File: config.mk
export PLATFORM = sky130hd
export DESIGN_NAME = radc_cfg
export DESIGN_NICKNAME = d
export VERILOG_FILES = /design/src/verilog/radc_pkg.sv /design/src/verilog/radc_cfg.sv
export SDC_FILE = /design/constraint.sdc
export NUM_CORES = 1
export LEC_CHECK = 0
export ABC_AREA = 1
export BUFFER_PORTS_ARGS = -buffer_cell sky130_fd_sc_hd__buf_2
export CORE_UTILIZATION = 35
export DETAILED_ROUTE_END_ITERATION = 16
export PLACE_DENSITY = 0.6
export SLEW_MARGIN = 20
export SYNTH_ARGS = -nofsm -noshare
export SYNTH_HDL_FRONTEND = slang
export SYNTH_SLANG_ARGS = --single-unit
File: constraint.sdc
create_clock -name core_clk -period 3.55 [get_ports core_clk]
set_input_delay 0.1775 -clock core_clk [delete_from_list [all_inputs] [get_ports core_clk]]
set_output_delay 0.1775 -clock core_clk [all_outputs]
set_load 0.05 [all_outputs]
File: src/verilog/radc_pkg.sv
`default_nettype none
package radc_pkg;
    // ****************************************
    // Register offsets on the control port
    // ****************************************
    localparam logic [7:0] EMERG_RAMP_OFS = 8'h40;
    localparam logic [7:0] AUTOMUTE_OFS   = 8'h41;
    localparam logic [7:0] DITHER_OFS     = 8'h43;
    localparam logic [7:0] DC_HI_OFS      = 8'h44;
    localparam logic [7:0] DC_LO_OFS      = 8'h45;
    // ****************************************
    // Reset values
    // ****************************************
    localparam logic [7:0] EMERG_RAMP_RST = 8'h10;
    localparam logic [7:0] AUTOMUTE_RST   = 8'h07;
    localparam logic [7:0] DITHER_RST     = 8'h00;
    localparam logic [7:0] DC_HI_RST      = 8'h00;
    localparam logic [7:0] DC_LO_RST      = 8'h00;
    // ****************************************
    // Field positions
    // ****************************************
    localparam int RATE_LSB     = 6;
    localparam int STEP_LSB     = 4;
    localparam int COUPLING_BIT = 2;
    localparam int EN_A_BIT     = 1;
    localparam int EN_B_BIT     = 0;
    localparam int L_AC_LSB     = 6;
    localparam int R_AC_LSB     = 4;
    localparam int L_DEM_LSB    = 2;
    localparam int R_DEM_LSB    = 0;
    localparam int DC_HI_W      = 3;
    localparam int DC_W         = 11;
    // ****************************************
    // Ramp encodings, volume in 0.5 dB units
    // ****************************************
    localparam logic [1:0] RATE_EVERY1  = 2'h0;
    localparam logic [1:0] RATE_EVERY2  = 2'h1;
    localparam logic [1:0] RATE_EVERY4  = 2'h2;
    localparam logic [1:0] RATE_INSTANT = 2'h3;
    localparam logic [7:0] STEP_4DB     = 8'h08;
    localparam logic [7:0] STEP_2DB     = 8'h04;
    localparam logic [7:0] STEP_1DB     = 8'h02;
    localparam logic [7:0] STEP_HALFDB  = 8'h01;
    localparam logic [7:0] VOL_UNITY    = 8'h00;
    localparam logic [7:0] VOL_MUTE     = 8'hFF;
    // DC dither 1.0 equals 1/32 of full scale
    localparam int DC_SCALE_SHIFT = 5;
    typedef enum logic [1:0] {
        RADC_IDLE   = 2'b00,
        RADC_NORMAL = 2'b01,
        RADC_EMERG  = 2'b10
    } radc_state_type;
endpackage
`default_nettype wire
File: src/verilog/radc_cfg.sv
`timescale 1ns/1ps
`default_nettype none
module radc_cfg
    import radc_pkg::*;
#(
    parameter int MOD_W = 24
) (
    input  wire logic             core_clk,        // 200 MHz clock
    input  wire logic             reset,           // Async, active high
    input  wire logic             reg_wr_en,       // Register write strobe
    input  wire logic             reg_rd_en,       // Register read strobe
    input  wire logic [7:0]       reg_addr,        // Register offset
    input  wire logic [7:0]       reg_wr_data,     // Write data
    output logic      [7:0]       reg_rd_data,     // Read data
    input  wire logic             fs_tick,         // One pulse per sample
    input  wire logic             soft_mute_pin,   // Soft mute pin, async
    input  wire logic             soft_mute_reg,   // Soft mute register bit
    input  wire logic [1:0]       normal_rate,     // Normal ramp rate
    input  wire logic [1:0]       normal_step,     // Normal ramp step
    input  wire logic             clock_error,     // Clock error event
    input  wire logic             power_outage,    // Power outage event
    input  wire logic             zero_left,       // Left zero time met
    input  wire logic             zero_right,      // Right zero time met
    output logic      [7:0]       volume_atten,    // 0.5 dB units, FF mute
    output logic                  emerg_active,    // Emergency ramp running
    output logic                  mute_left,       // Left auto-muted
    output logic                  mute_right,      // Right auto-muted
    output logic      [1:0]       left_ac_gain,    // Left AC dither code
    output logic      [1:0]       right_ac_gain,   // Right AC dither code
    output logic      [1:0]       left_dem_gain,   // Left DEM dither code
    output logic      [1:0]       right_dem_gain,  // Right DEM dither code
    output logic      [MOD_W-1:0] left_dc_offset   // Left DC dither add
);

    // ****************************************
    // Register file
    // ****************************************
    logic [7:0] emerg_q, emerg_d;
    logic [7:0] amute_q, amute_d;
    logic [7:0] dith_q, dith_d;
    logic [7:0] dchi_q, dchi_d;
    logic [7:0] dclo_q, dclo_d;
    logic [7:0] rd_q, rd_d;

    // Writes land whole, reserved bits kept as storage
    always_comb begin
        emerg_d = emerg_q;
        amute_d = amute_q;
        dith_d  = dith_q;
        dchi_d  = dchi_q;
        dclo_d  = dclo_q;
        if (reg_wr_en) begin
            case (reg_addr)
                EMERG_RAMP_OFS: emerg_d = reg_wr_data;
                AUTOMUTE_OFS:   amute_d = reg_wr_data;
                DITHER_OFS:     dith_d  = reg_wr_data;
                DC_HI_OFS:      dchi_d  = reg_wr_data;
                DC_LO_OFS:      dclo_d  = reg_wr_data;
                default:        emerg_d = emerg_q;
            endcase
        end
    end

    // Read mux; unmapped offsets return zero
    always_comb begin
        rd_d = rd_q;
        if (reg_rd_en) begin
            case (reg_addr)
                EMERG_RAMP_OFS: rd_d = emerg_q;
                AUTOMUTE_OFS:   rd_d = amute_q;
                DITHER_OFS:     rd_d = dith_q;
                DC_HI_OFS:      rd_d = dchi_q;
                DC_LO_OFS:      rd_d = dclo_q;
                default:        rd_d = 8'h00;
            endcase
        end
    end

    // Register storage
    always_ff @(posedge core_clk or posedge reset) begin
        if (reset) begin
            emerg_q <= EMERG_RAMP_RST;
            amute_q <= AUTOMUTE_RST;
            dith_q  <= DITHER_RST;
            dchi_q  <= DC_HI_RST;
            dclo_q  <= DC_LO_RST;
            rd_q    <= 8'h00;
        end else begin
            emerg_q <= emerg_d;
            amute_q <= amute_d;
            dith_q  <= dith_d;
            dchi_q  <= dchi_d;
            dclo_q  <= dclo_d;
            rd_q    <= rd_d;
        end
    end

    assign reg_rd_data = rd_q;

    // ****************************************
    // Field decode
    // ****************************************
    logic [1:0] emerg_ramp_rate;
    logic [1:0] emerg_ramp_step;
    logic       automute_coupling;
    logic       automute_en_a;
    logic       automute_en_b;

    assign emerg_ramp_rate   = emerg_q[RATE_LSB +: 2];
    assign emerg_ramp_step   = emerg_q[STEP_LSB +: 2];
    assign automute_coupling = amute_q[COUPLING_BIT];
    assign automute_en_a     = amute_q[EN_A_BIT];
    assign automute_en_b     = amute_q[EN_B_BIT];

    // ****************************************
    // Pin synchroniser
    // ****************************************
    logic sm_meta_q, sm_sync_q;

    // Second flop only is read by the ramp logic
    always_ff @(posedge core_clk or posedge reset) begin
        if (reset) begin
            sm_meta_q <= 1'b0;
            sm_sync_q <= 1'b0;
        end else begin
            sm_meta_q <= soft_mute_pin;
            sm_sync_q <= sm_meta_q;
        end
    end

    // ****************************************
    // Volume ramp engine
    // ****************************************
    radc_state_type state_q, state_d;
    logic [7:0] vol_q, vol_d;
    logic [1:0] div_q, div_d;
    logic       emerg_req;
    logic       soft_req;
    logic [1:0] sel_rate;
    logic [1:0] sel_step;
    logic [7:0] step_amt;
    logic       upd;

    // Emergency only from clock fault or outage
    assign emerg_req = clock_error | power_outage;
    assign soft_req  = sm_sync_q | soft_mute_reg;

    // Decrement size in half-dB units
    function automatic logic [7:0] step_of(input logic [1:0] c);
        case (c)
            2'h0:    step_of = STEP_4DB;
            2'h1:    step_of = STEP_2DB;
            2'h2:    step_of = STEP_1DB;
            default: step_of = STEP_HALFDB;
        endcase
    endfunction

    // Sample-rate divider gates each update
    function automatic logic due(input logic [1:0] r,
                                 input logic [1:0] cnt);
        case (r)
            RATE_EVERY1: due = 1'b1;
            RATE_EVERY2: due = cnt[0];
            RATE_EVERY4: due = (cnt == 2'h3);
            default:     due = 1'b1;
        endcase
    endfunction

    // Next state, ramp settings and volume
    always_comb begin
        state_d  = state_q;
        vol_d    = vol_q;
        div_d    = div_q;
        sel_rate = normal_rate;
        sel_step = normal_step;
        case (state_q)
            RADC_IDLE: begin
                if (emerg_req) begin
                    state_d = RADC_EMERG;
                end else if (soft_req && vol_q != VOL_MUTE) begin
                    state_d = RADC_NORMAL;
                end else if (!soft_req && vol_q != VOL_UNITY) begin
                    state_d = RADC_NORMAL;
                end
            end
            RADC_NORMAL: begin
                if (emerg_req) begin
                    state_d = RADC_EMERG;
                end
            end
            RADC_EMERG: begin
                sel_rate = emerg_ramp_rate;
                sel_step = emerg_ramp_step;
                if (!emerg_req) begin
                    state_d = RADC_NORMAL;
                end
            end
            default: state_d = RADC_IDLE;
        endcase
        step_amt = step_of(sel_step);
        upd      = fs_tick && due(sel_rate, div_q);
        if (fs_tick) begin
            div_d = div_q + 2'h1;
        end
        if (state_q == RADC_EMERG || soft_req) begin
            // Ramp down from wherever the volume stands
            if (sel_rate == RATE_INSTANT) begin
                vol_d = VOL_MUTE;
            end else if (upd) begin
                if (vol_q > VOL_MUTE - step_amt) begin
                    vol_d = VOL_MUTE;
                end else begin
                    vol_d = vol_q + step_amt;
                end
            end
        end else if (state_q == RADC_NORMAL) begin
            // Unmute mirrors the normal settings
            if (sel_rate == RATE_INSTANT) begin
                vol_d = VOL_UNITY;
            end else if (upd) begin
                if (vol_q < step_amt) begin
                    vol_d = VOL_UNITY;
                end else begin
                    vol_d = vol_q - step_amt;
                end
            end
        end
        if (state_q == RADC_NORMAL && !emerg_req) begin
            if (soft_req && vol_d == VOL_MUTE) begin
                state_d = RADC_IDLE;
            end else if (!soft_req && vol_d == VOL_UNITY) begin
                state_d = RADC_IDLE;
            end
        end
    end

    // Ramp state registers
    always_ff @(posedge core_clk or posedge reset) begin
        if (reset) begin
            state_q <= RADC_IDLE;
            vol_q   <= VOL_UNITY;
            div_q   <= 2'h0;
        end else begin
            state_q <= state_d;
            vol_q   <= vol_d;
            div_q   <= div_d;
        end
    end

    assign volume_atten = vol_q;
    assign emerg_active = (state_q == RADC_EMERG);

    // ****************************************
    // Auto-mute
    // ****************************************
    logic qual_l, qual_r;
    logic am_l_q, am_l_d;
    logic am_r_q, am_r_d;

    // Zero flags arrive already timed elsewhere
    assign qual_l = zero_left  & automute_en_b;
    assign qual_r = zero_right & automute_en_a;

    // Coupled mode needs both channels to qualify
    always_comb begin
        if (automute_coupling) begin
            am_l_d = qual_l & qual_r;
            am_r_d = qual_l & qual_r;
        end else begin
            am_l_d = qual_l;
            am_r_d = qual_r;
        end
    end

    // Auto-mute outputs
    always_ff @(posedge core_clk or posedge reset) begin
        if (reset) begin
            am_l_q <= 1'b0;
            am_r_q <= 1'b0;
        end else begin
            am_l_q <= am_l_d;
            am_r_q <= am_r_d;
        end
    end

    assign mute_left  = am_l_q;
    assign mute_right = am_r_q;

    // ****************************************
    // Dither settings
    // ****************************************
    logic [DC_W-1:0]  dc_amount;
    logic [MOD_W-1:0] dc_off_q, dc_off_d;

    // Gain codes pass straight from storage
    assign left_ac_gain   = dith_q[L_AC_LSB +: 2];
    assign right_ac_gain  = dith_q[R_AC_LSB +: 2];
    assign left_dem_gain  = dith_q[L_DEM_LSB +: 2];
    assign right_dem_gain = dith_q[R_DEM_LSB +: 2];

    // Upper three bits from the first register
    assign dc_amount = {dchi_q[DC_HI_W-1:0], dclo_q};

    // Q0.11 amount, 1.0 lands at 1/32 full scale
    always_comb begin
        dc_off_d = '0;
        dc_off_d[MOD_W-1-DC_SCALE_SHIFT -: DC_W] = dc_amount;
    end

    // Registered so the modulator sees a clean word
    always_ff @(posedge core_clk or posedge reset) begin
        if (reset) begin
            dc_off_q <= '0;
        end else begin
            dc_off_q <= dc_off_d;
        end
    end

    assign left_dc_offset = dc_off_q;

endmodule // radc_cfg
`default_nettype wire

* Word level (Yosys, flattened, before mapping)
Index checks and enable logic that the tools add are counted.
** Word-level totals
- Register bits after elaboration :: 75
- Latch bits :: 0
- Bits in writable memories :: 0
- Memory bits (read-only) :: 0
- Bits of input ports :: 31
- Output and inout port bits :: 51
- Memories kept :: 0
** Cells by class
- $add $sub $neg :: 4
- Multiply operators :: 0
- Divide/modulo/power cells :: 0
- Order comparisons :: 2
- Equal/unequal tests :: 15
- Shift-type cells :: 0
- Muxes and demuxes :: 24
- Bitwise gates (word level) :: 5
- Reductions and logical operators :: 18
** Operators by type and width (count)
- 8-bit 2-to-1 mux :: 8
- 8-bit by 7-bit equality test with 1-bit output (second input constant) :: 5
- 8-bit one-hot mux with 5 select lines :: 1
- 2-bit 2-to-1 mux :: 10
- 4-bit one-hot mux with 3 select lines :: 1
- 2-bit equality test (second input constant) :: 5
- 2-bit AND reduction :: 5
- 8-bit adder :: 1
- 8-bit equality test (second input constant) :: 1
- 8-bit greater-than comparator :: 1
- 8-bit zero test :: 1
- 8-bit less-than comparator :: 1
- 8-bit inequality test (second input constant) :: 1
- 8-bit nonzero test :: 1
- 8-bit subtractor :: 1
- 8-bit subtractor (first input constant) :: 1
- 2-bit by 1-bit equality test with 1-bit output (second input constant) :: 3
- 1-bit logical AND :: 6
- 2-bit one-hot mux with 3 select lines :: 1
- 2-bit zero test :: 2
- 1-bit bitwise AND :: 3
- 2-bit by 1-bit adder with 2-bit output (second input constant) :: 1
- 1-bit zero test :: 2
- 1-bit 2-to-1 mux :: 2
- other kinds (3) :: 4

* Depth between registers and ports, before layout
- Depth in word-level cells :: 15
- Mapped depth :: 25
- Gate-level depth less buffers :: 24

* Worst setup path before layout
No wires, ideal clock.
- Path kind :: register to register
- Start :: reg vol_q[0] (netlist: volume_atten[0])
- End :: reg state_q[0]
- Setup time :: 117 ps
- Data arrival time :: 2438 ps
- Required time :: 3433 ps
- Slack :: 994 ps
- Cell stages (with the launch flop) :: 17
- Buffers on the path :: 0
- Clock period less this slack :: 2556 ps
- Cell sequence :: dfrtp_1 -> inv_1 -> nand3_1 -> fa_1 -> nand3_1 -> nand3_1 -> nor2_2 -> a21oi_4 -> or2_0 -> nand2_1 -> inv_1 -> nor2_1 -> nand2_1 -> nor2_1 -> nand3_1 -> nand3_1 -> nand2_1
** Between the ends
- Word-level cells in the longest chain between the ends :: 11
- Elaborated cells on any way between the ends :: 27
- Classes of those cells :: add/sub: 2; order compare: 2; eq/ne: 2; mux: 15; reduce/logical: 6
** RTL lines
- start: declaration :: line radc_cfg.sv:135 : logic [7:0] vol_q, vol_d;
- start signal: assignment :: line radc_cfg.sv:245 : vol_q <= vol_d;
- 8-bit subtractor or 8-bit less-than comparator (tied branches) :: line radc_cfg.sv:224, radc_cfg.sv:221
- 8-bit 2-to-1 mux :: line radc_cfg.sv:221 : if (vol_q < step_amt) begin
- 8-bit 2-to-1 mux :: line radc_cfg.sv:220 : end else if (upd) begin
- 8-bit 2-to-1 mux :: line radc_cfg.sv:218 : if (sel_rate == RATE_INSTANT) begin
- 8-bit 2-to-1 mux :: line radc_cfg.sv:216 : end else if (state_q == RADC_NORMAL) begin
- 8-bit 2-to-1 mux (*) :: line radc_cfg.sv:205 : if (state_q == RADC_EMERG || soft_req) begin
- via vol_d[0] :: line radc_cfg.sv:135
- 8-bit zero test :: line radc_cfg.sv:231 : end else if (!soft_req && vol_d == VOL_UNITY) begin
- 1-bit logical AND :: line radc_cfg.sv:231
- 2-bit 2-to-1 mux :: line radc_cfg.sv:231
- 2-bit 2-to-1 mux (*) :: line radc_cfg.sv:229 : if (soft_req && vol_d == VOL_MUTE) begin
- 2-bit 2-to-1 mux (*) :: line radc_cfg.sv:228 : if (state_q == RADC_NORMAL && !emerg_req) begin
- via state_d[0] :: line radc_cfg.sv:134 : radc_state_type state_q, state_d;
- end signal: assignment :: line radc_cfg.sv:244 : state_q <= state_d;
- end: declaration :: line radc_cfg.sv:134
The timed path passes the listed nets; every way through them passes the cells marked *.
A chain may end at the register's enable or synchronous reset.

* Worst setup path in the final report
- Start :: reg emerg_q[4]
- End :: reg state_q[0]
** Between the ends
- Word-level cells in the longest chain between the ends :: 14
- Elaborated cells on any way between the ends :: 25
- Classes of those cells :: add/sub: 3; order compare: 2; eq/ne: 3; mux: 13; reduce/logical: 4
** RTL lines
- start: declaration :: line radc_cfg.sv:38 : logic [7:0] emerg_q, emerg_d;
- start signal: assignment :: line radc_cfg.sv:89 : emerg_q <= emerg_d;
- 2-bit 2-to-1 mux (*) :: line radc_cfg.sv:176 : case (state_q)
- 2-bit equality test, or another cell as far along :: line radc_cfg.sv:150 : case (c)
- 4-bit one-hot mux with 3 select lines (*) :: line radc_cfg.sv:150
- 8-bit subtractor, or another cell as far along :: line radc_cfg.sv:210 : if (vol_q > VOL_MUTE - step_amt) begin
- 8-bit greater-than comparator or 8-bit 2-to-1 mux (tied branches) :: line radc_cfg.sv:210, radc_cfg.sv:221
- 8-bit 2-to-1 mux, on equally long branches :: line radc_cfg.sv:210, radc_cfg.sv:220
- 8-bit 2-to-1 mux, on equally long branches :: line radc_cfg.sv:209, radc_cfg.sv:218
- 8-bit 2-to-1 mux, on equally long branches :: line radc_cfg.sv:207, radc_cfg.sv:216
- 8-bit 2-to-1 mux (*) :: line radc_cfg.sv:205
- via vol_d[0] :: line radc_cfg.sv:135
- 8-bit zero test :: line radc_cfg.sv:231
- 1-bit logical AND :: line radc_cfg.sv:231
- 2-bit 2-to-1 mux :: line radc_cfg.sv:231
- 2-bit 2-to-1 mux (*) :: line radc_cfg.sv:229
- 2-bit 2-to-1 mux (*) :: line radc_cfg.sv:228
- via state_d[0] :: line radc_cfg.sv:134
Marked as above.

==> summary.md <==
| Metric | Value |
|---|---|
| Final Cell Area | `4890 sq um` |
| Setup TNS | `0 ns` |
| Commonest cells after routing, fill and taps aside | `nand2_1, dfrtp_1, inv_1, buf_2, o21ai_0` |
| Number of flops mapped to enable cells by yosys | `0` |
| # diodes | `0` |
| DR vias | `3570` |
| Max Cap Viol | `0` |
| Cell mode on critical path | `nand3_1` |
| First-pass GRT wire length | `16.9 mm` |
| Netlist cell types | `39` |
| Reg-to-reg startpoint | `emerg_q[4]$_DFFE_PP1P_` |
| Die Area | `12100 sq um` |
| Status | `finished, final reports clean` |
| Crit end category | `flip-flop` |
| Worst VDD drop | `0.000316 V` |
| Main combinational cell family by area after synthesis | `simple AND/OR/NAND/NOR gates` |
| Drc violations | `0` |
| Final Hold Viols | `0` |
| DR pass1 iterations | `4` |
| Clock latency on the worst-skew pair | `0.33 ns` |
| CP startpoint kind | `flip-flop` |
| P per Cell Area | `668 nW/um^2` |
| Area fraction in compound gates after synthesis | `0.135` |
| Synthesized flop and latch total | `75` |
| Post-DRT Antenna Nets | `0` |
| CP max stage cell | `dfstp_2` |
| Worst path required time | `3.77 ns` |
| Clock transition at the registers of the reported paths | `0.06 ns` |
| Total track usage | `0.185` |
| Worst hold path type | `primary input to flip-flop` |
| Share of layout cells above drive strength 1 | `0.190` |
| Synth warn | `0` |
| Worst-margin pin slew | `0.674 ns` |
| Post-Synth XOR/XNOR Area | `0.00646` |
| Crit-path cells | `nand3_1 -> nand2_2 -> inv_1 -> nor2_1 -> inv_1 -> ha_1 -> nand3_1 -> nand3_1 -> nor2_2 -> a21oi_4 -> or2_0 -> nand2_1 -> inv_1 -> nor2_1 -> nand2_1 -> nor2_1 -> nand3_1 -> nand3_1 -> nand2_1` |
| Core area | `11400 sq um` |
| Num CTS Buffers | `9` |
| IO Pins | `82` |
| Pin count of the biggest net entering global routing | `34` |
| Initial antenna violation count | `0` |
| Mean Syn Cell Area | `7.93 sq um` |
| Clk buf depth | `2` |
| Post-CTS sizing | `0` |
| CTS sink cnt | `75` |
| Initial Util | `0.358` |
| Mean number of vias per cell | `4.86` |
| Overall die width | `110 um` |
| Hold path start | `fs_tick` |
| Fmax | `349 MHz` |
| CP arrival | `3.08 ns` |
| Synthesized instance count | `513` |
| H-tree Lvls | `3` |
| Total Nets Final | `630` |
| Tcrit/Tclk final | `0.807` |
| Post-synthesis adder-cell area fraction | `0.0437` |
| Vias in the first global route | `3487` |
| Clock Root Buffer | `clkbuf_16` |
| Leak Pwr | `2.42 nW` |
| RSZ-0062 raised after global routing | `false` |
| Max Slew Vio Count | `0` |
| Final hold slack | `0.0602 ns` |
| Max stage delay on crit path | `0.55 ns` |
| CTS tree | `built` |
| Post-Syn Area | `4070 sq um` |
| GPL Wtd Cong | `0.936` |
| Clock Skew | `0.00584 ns` |
| DR iter-0 viols | `222` |
| Crit path kind | `flip-flop to flip-flop` |
| Post-synth top flop | `dfrtp_1` |
| Cell Area, Placed | `4500 sq um` |
| Setup crit start | `emerg_q[4]$_DFFE_PP1P_` |
| Std-Cell Rows | `39` |
| Simple-Gate Fraction of Synth Area | `0.239` |
| Die Height | `110 um` |
| Final Setup Violations | `0` |
| Share of synthesized registers carrying an async set or reset | `1.00` |
| Register area share after synthesis | `0.463` |
| Post-DR wirelength/cell | `13.8 um` |
| Max_slew headroom | `0.550` |
| WL final | `10.1 mm` |
| Commonest non-fill, non-tap cell in the layout | `nand2_1` |
| PortBufs | `68` |
| Critical-path maximum fanout | `8` |
| Area delta synth->final | `20.3%` |
| Final HPWL DP | `7.85 mm` |
| GRT overflow | `0` |
| Mux cell area share after synthesis | `0.00277` |
| Final min period | `2.86 ns` |
==> cells by family (layout without fill, tap and decap cells) <==
logic type / after synthesis / in the layout
AND/OR/NAND/NOR: 224 / 224
buffers and inverters: 100 / 166
AO/OA/AOI/OAI: 96 / 96
flip-flops: 75 / 75
adder cells (fa/ha/maj): 13 / 13
XOR/XNOR: 3 / 3
other: 1 / 13
multiplexers: 1 / 1
==> where the power goes <==
group	internal (mW)	switching, mW
Sequential	0.950	0.125
Clock	0.796	0.338
Combinational	0.300	0.758
Total	2.05	1.22
==> state kept, by name, summed over array words and instances (netlist names), 2 cells and up <==
signal          cells
left_dc_offset     11
amute_q             8
dchi_q              8
dclo_q              8
dith_q              8
emerg_q             8
reg_rd_data         8
volume_atten        8
div_q               2
state_q             2
==> layout make-up <==
cell class              instances  area, sq um
clock inverters                 4          120
flip-flops and latches         75         1880
inverters                      77          289
repair buffers                 73          383
clock buffers                  12          256
well taps                     143          179
fillers                      1148         6470
multi-input cells             350         1790
==> per-stage QoR <==
step                total power, mW  worst slack, ns   util  instances
floorplan                      1.90            0.994      -        525
global placement               2.14            0.714  0.396        716
detailed placement             2.14            0.706  0.396        716
CTS                            3.29            0.689  0.431        734
global route                   3.46            0.322  0.431        734
finish                         3.27            0.685  0.431        734
==> repair_timing <==
item | 4_1_cts | 5_1_grt
endpoints found under the hold margin | 32 | 0
setup endpoints to repair | 0 | 0
buffers inserted | 0 | 0
hold buffers | 2 | 0
==> synthesized netlist by cell type (4+ instances only) <==
| master | number | area, sq um |
|---|---|---|
| dfstp_2 | 4 | 105 |
| nand2_2 | 4 | 25.0 |
| buf_4 | 14 | 105 |
| clkbuf_1 | 5 | 18.8 |
| dfrtp_1 | 71 | 1780 |
| inv_1 | 71 | 267 |
| a221oi_1 | 7 | 61.3 |
| nor2_2 | 6 | 37.5 |
| nand2_1 | 135 | 507 |
| nand4_1 | 8 | 50.1 |
| a31oi_1 | 6 | 37.5 |
| a21oi_1 | 18 | 90.1 |
| o22ai_1 | 7 | 43.8 |
| ha_1 | 11 | 138 |
| o21ai_0 | 51 | 255 |
| nor2_1 | 33 | 124 |
| nand3_1 | 29 | 145 |
==> worst max-delay path, delay by kind of cell, from the launching register on <==
family / cells / cell delay, ns
AOI/OAI and AO/OA: 1 / 0.10
adders and majority gates: 1 / 0.38
buffers and inverters: 3 / 0.18
DFF: 1 / 0.55
and+or+nand+nor: 14 / 1.53
==> metal layers <==
metal,global-route usage,wire (um)
met3,0.0368,552
met2,0.321,5090
met5,0,0
met1,0.219,4200
met4,0.0876,307
==> final timing paths <==
path,endpoint,slack [ns],cells past startpoint
max in group asynchronous,amute_q[1]$_DFFE_PP1P_,2.24,4
max reg2reg,state_q[0]$_DFF_PP0_,0.69,19
max,state_q[0]$_DFF_PP0_,0.69,19
min,div_q[0]$_DFFE_PP0P_,0.06,2
min reg2reg,sm_sync_q$_DFF_PP0_,0.35,0
min in group asynchronous,left_dc_offset[12]$_DFF_PP0_,0.49,3
Power figures use the tool's default switching activity.
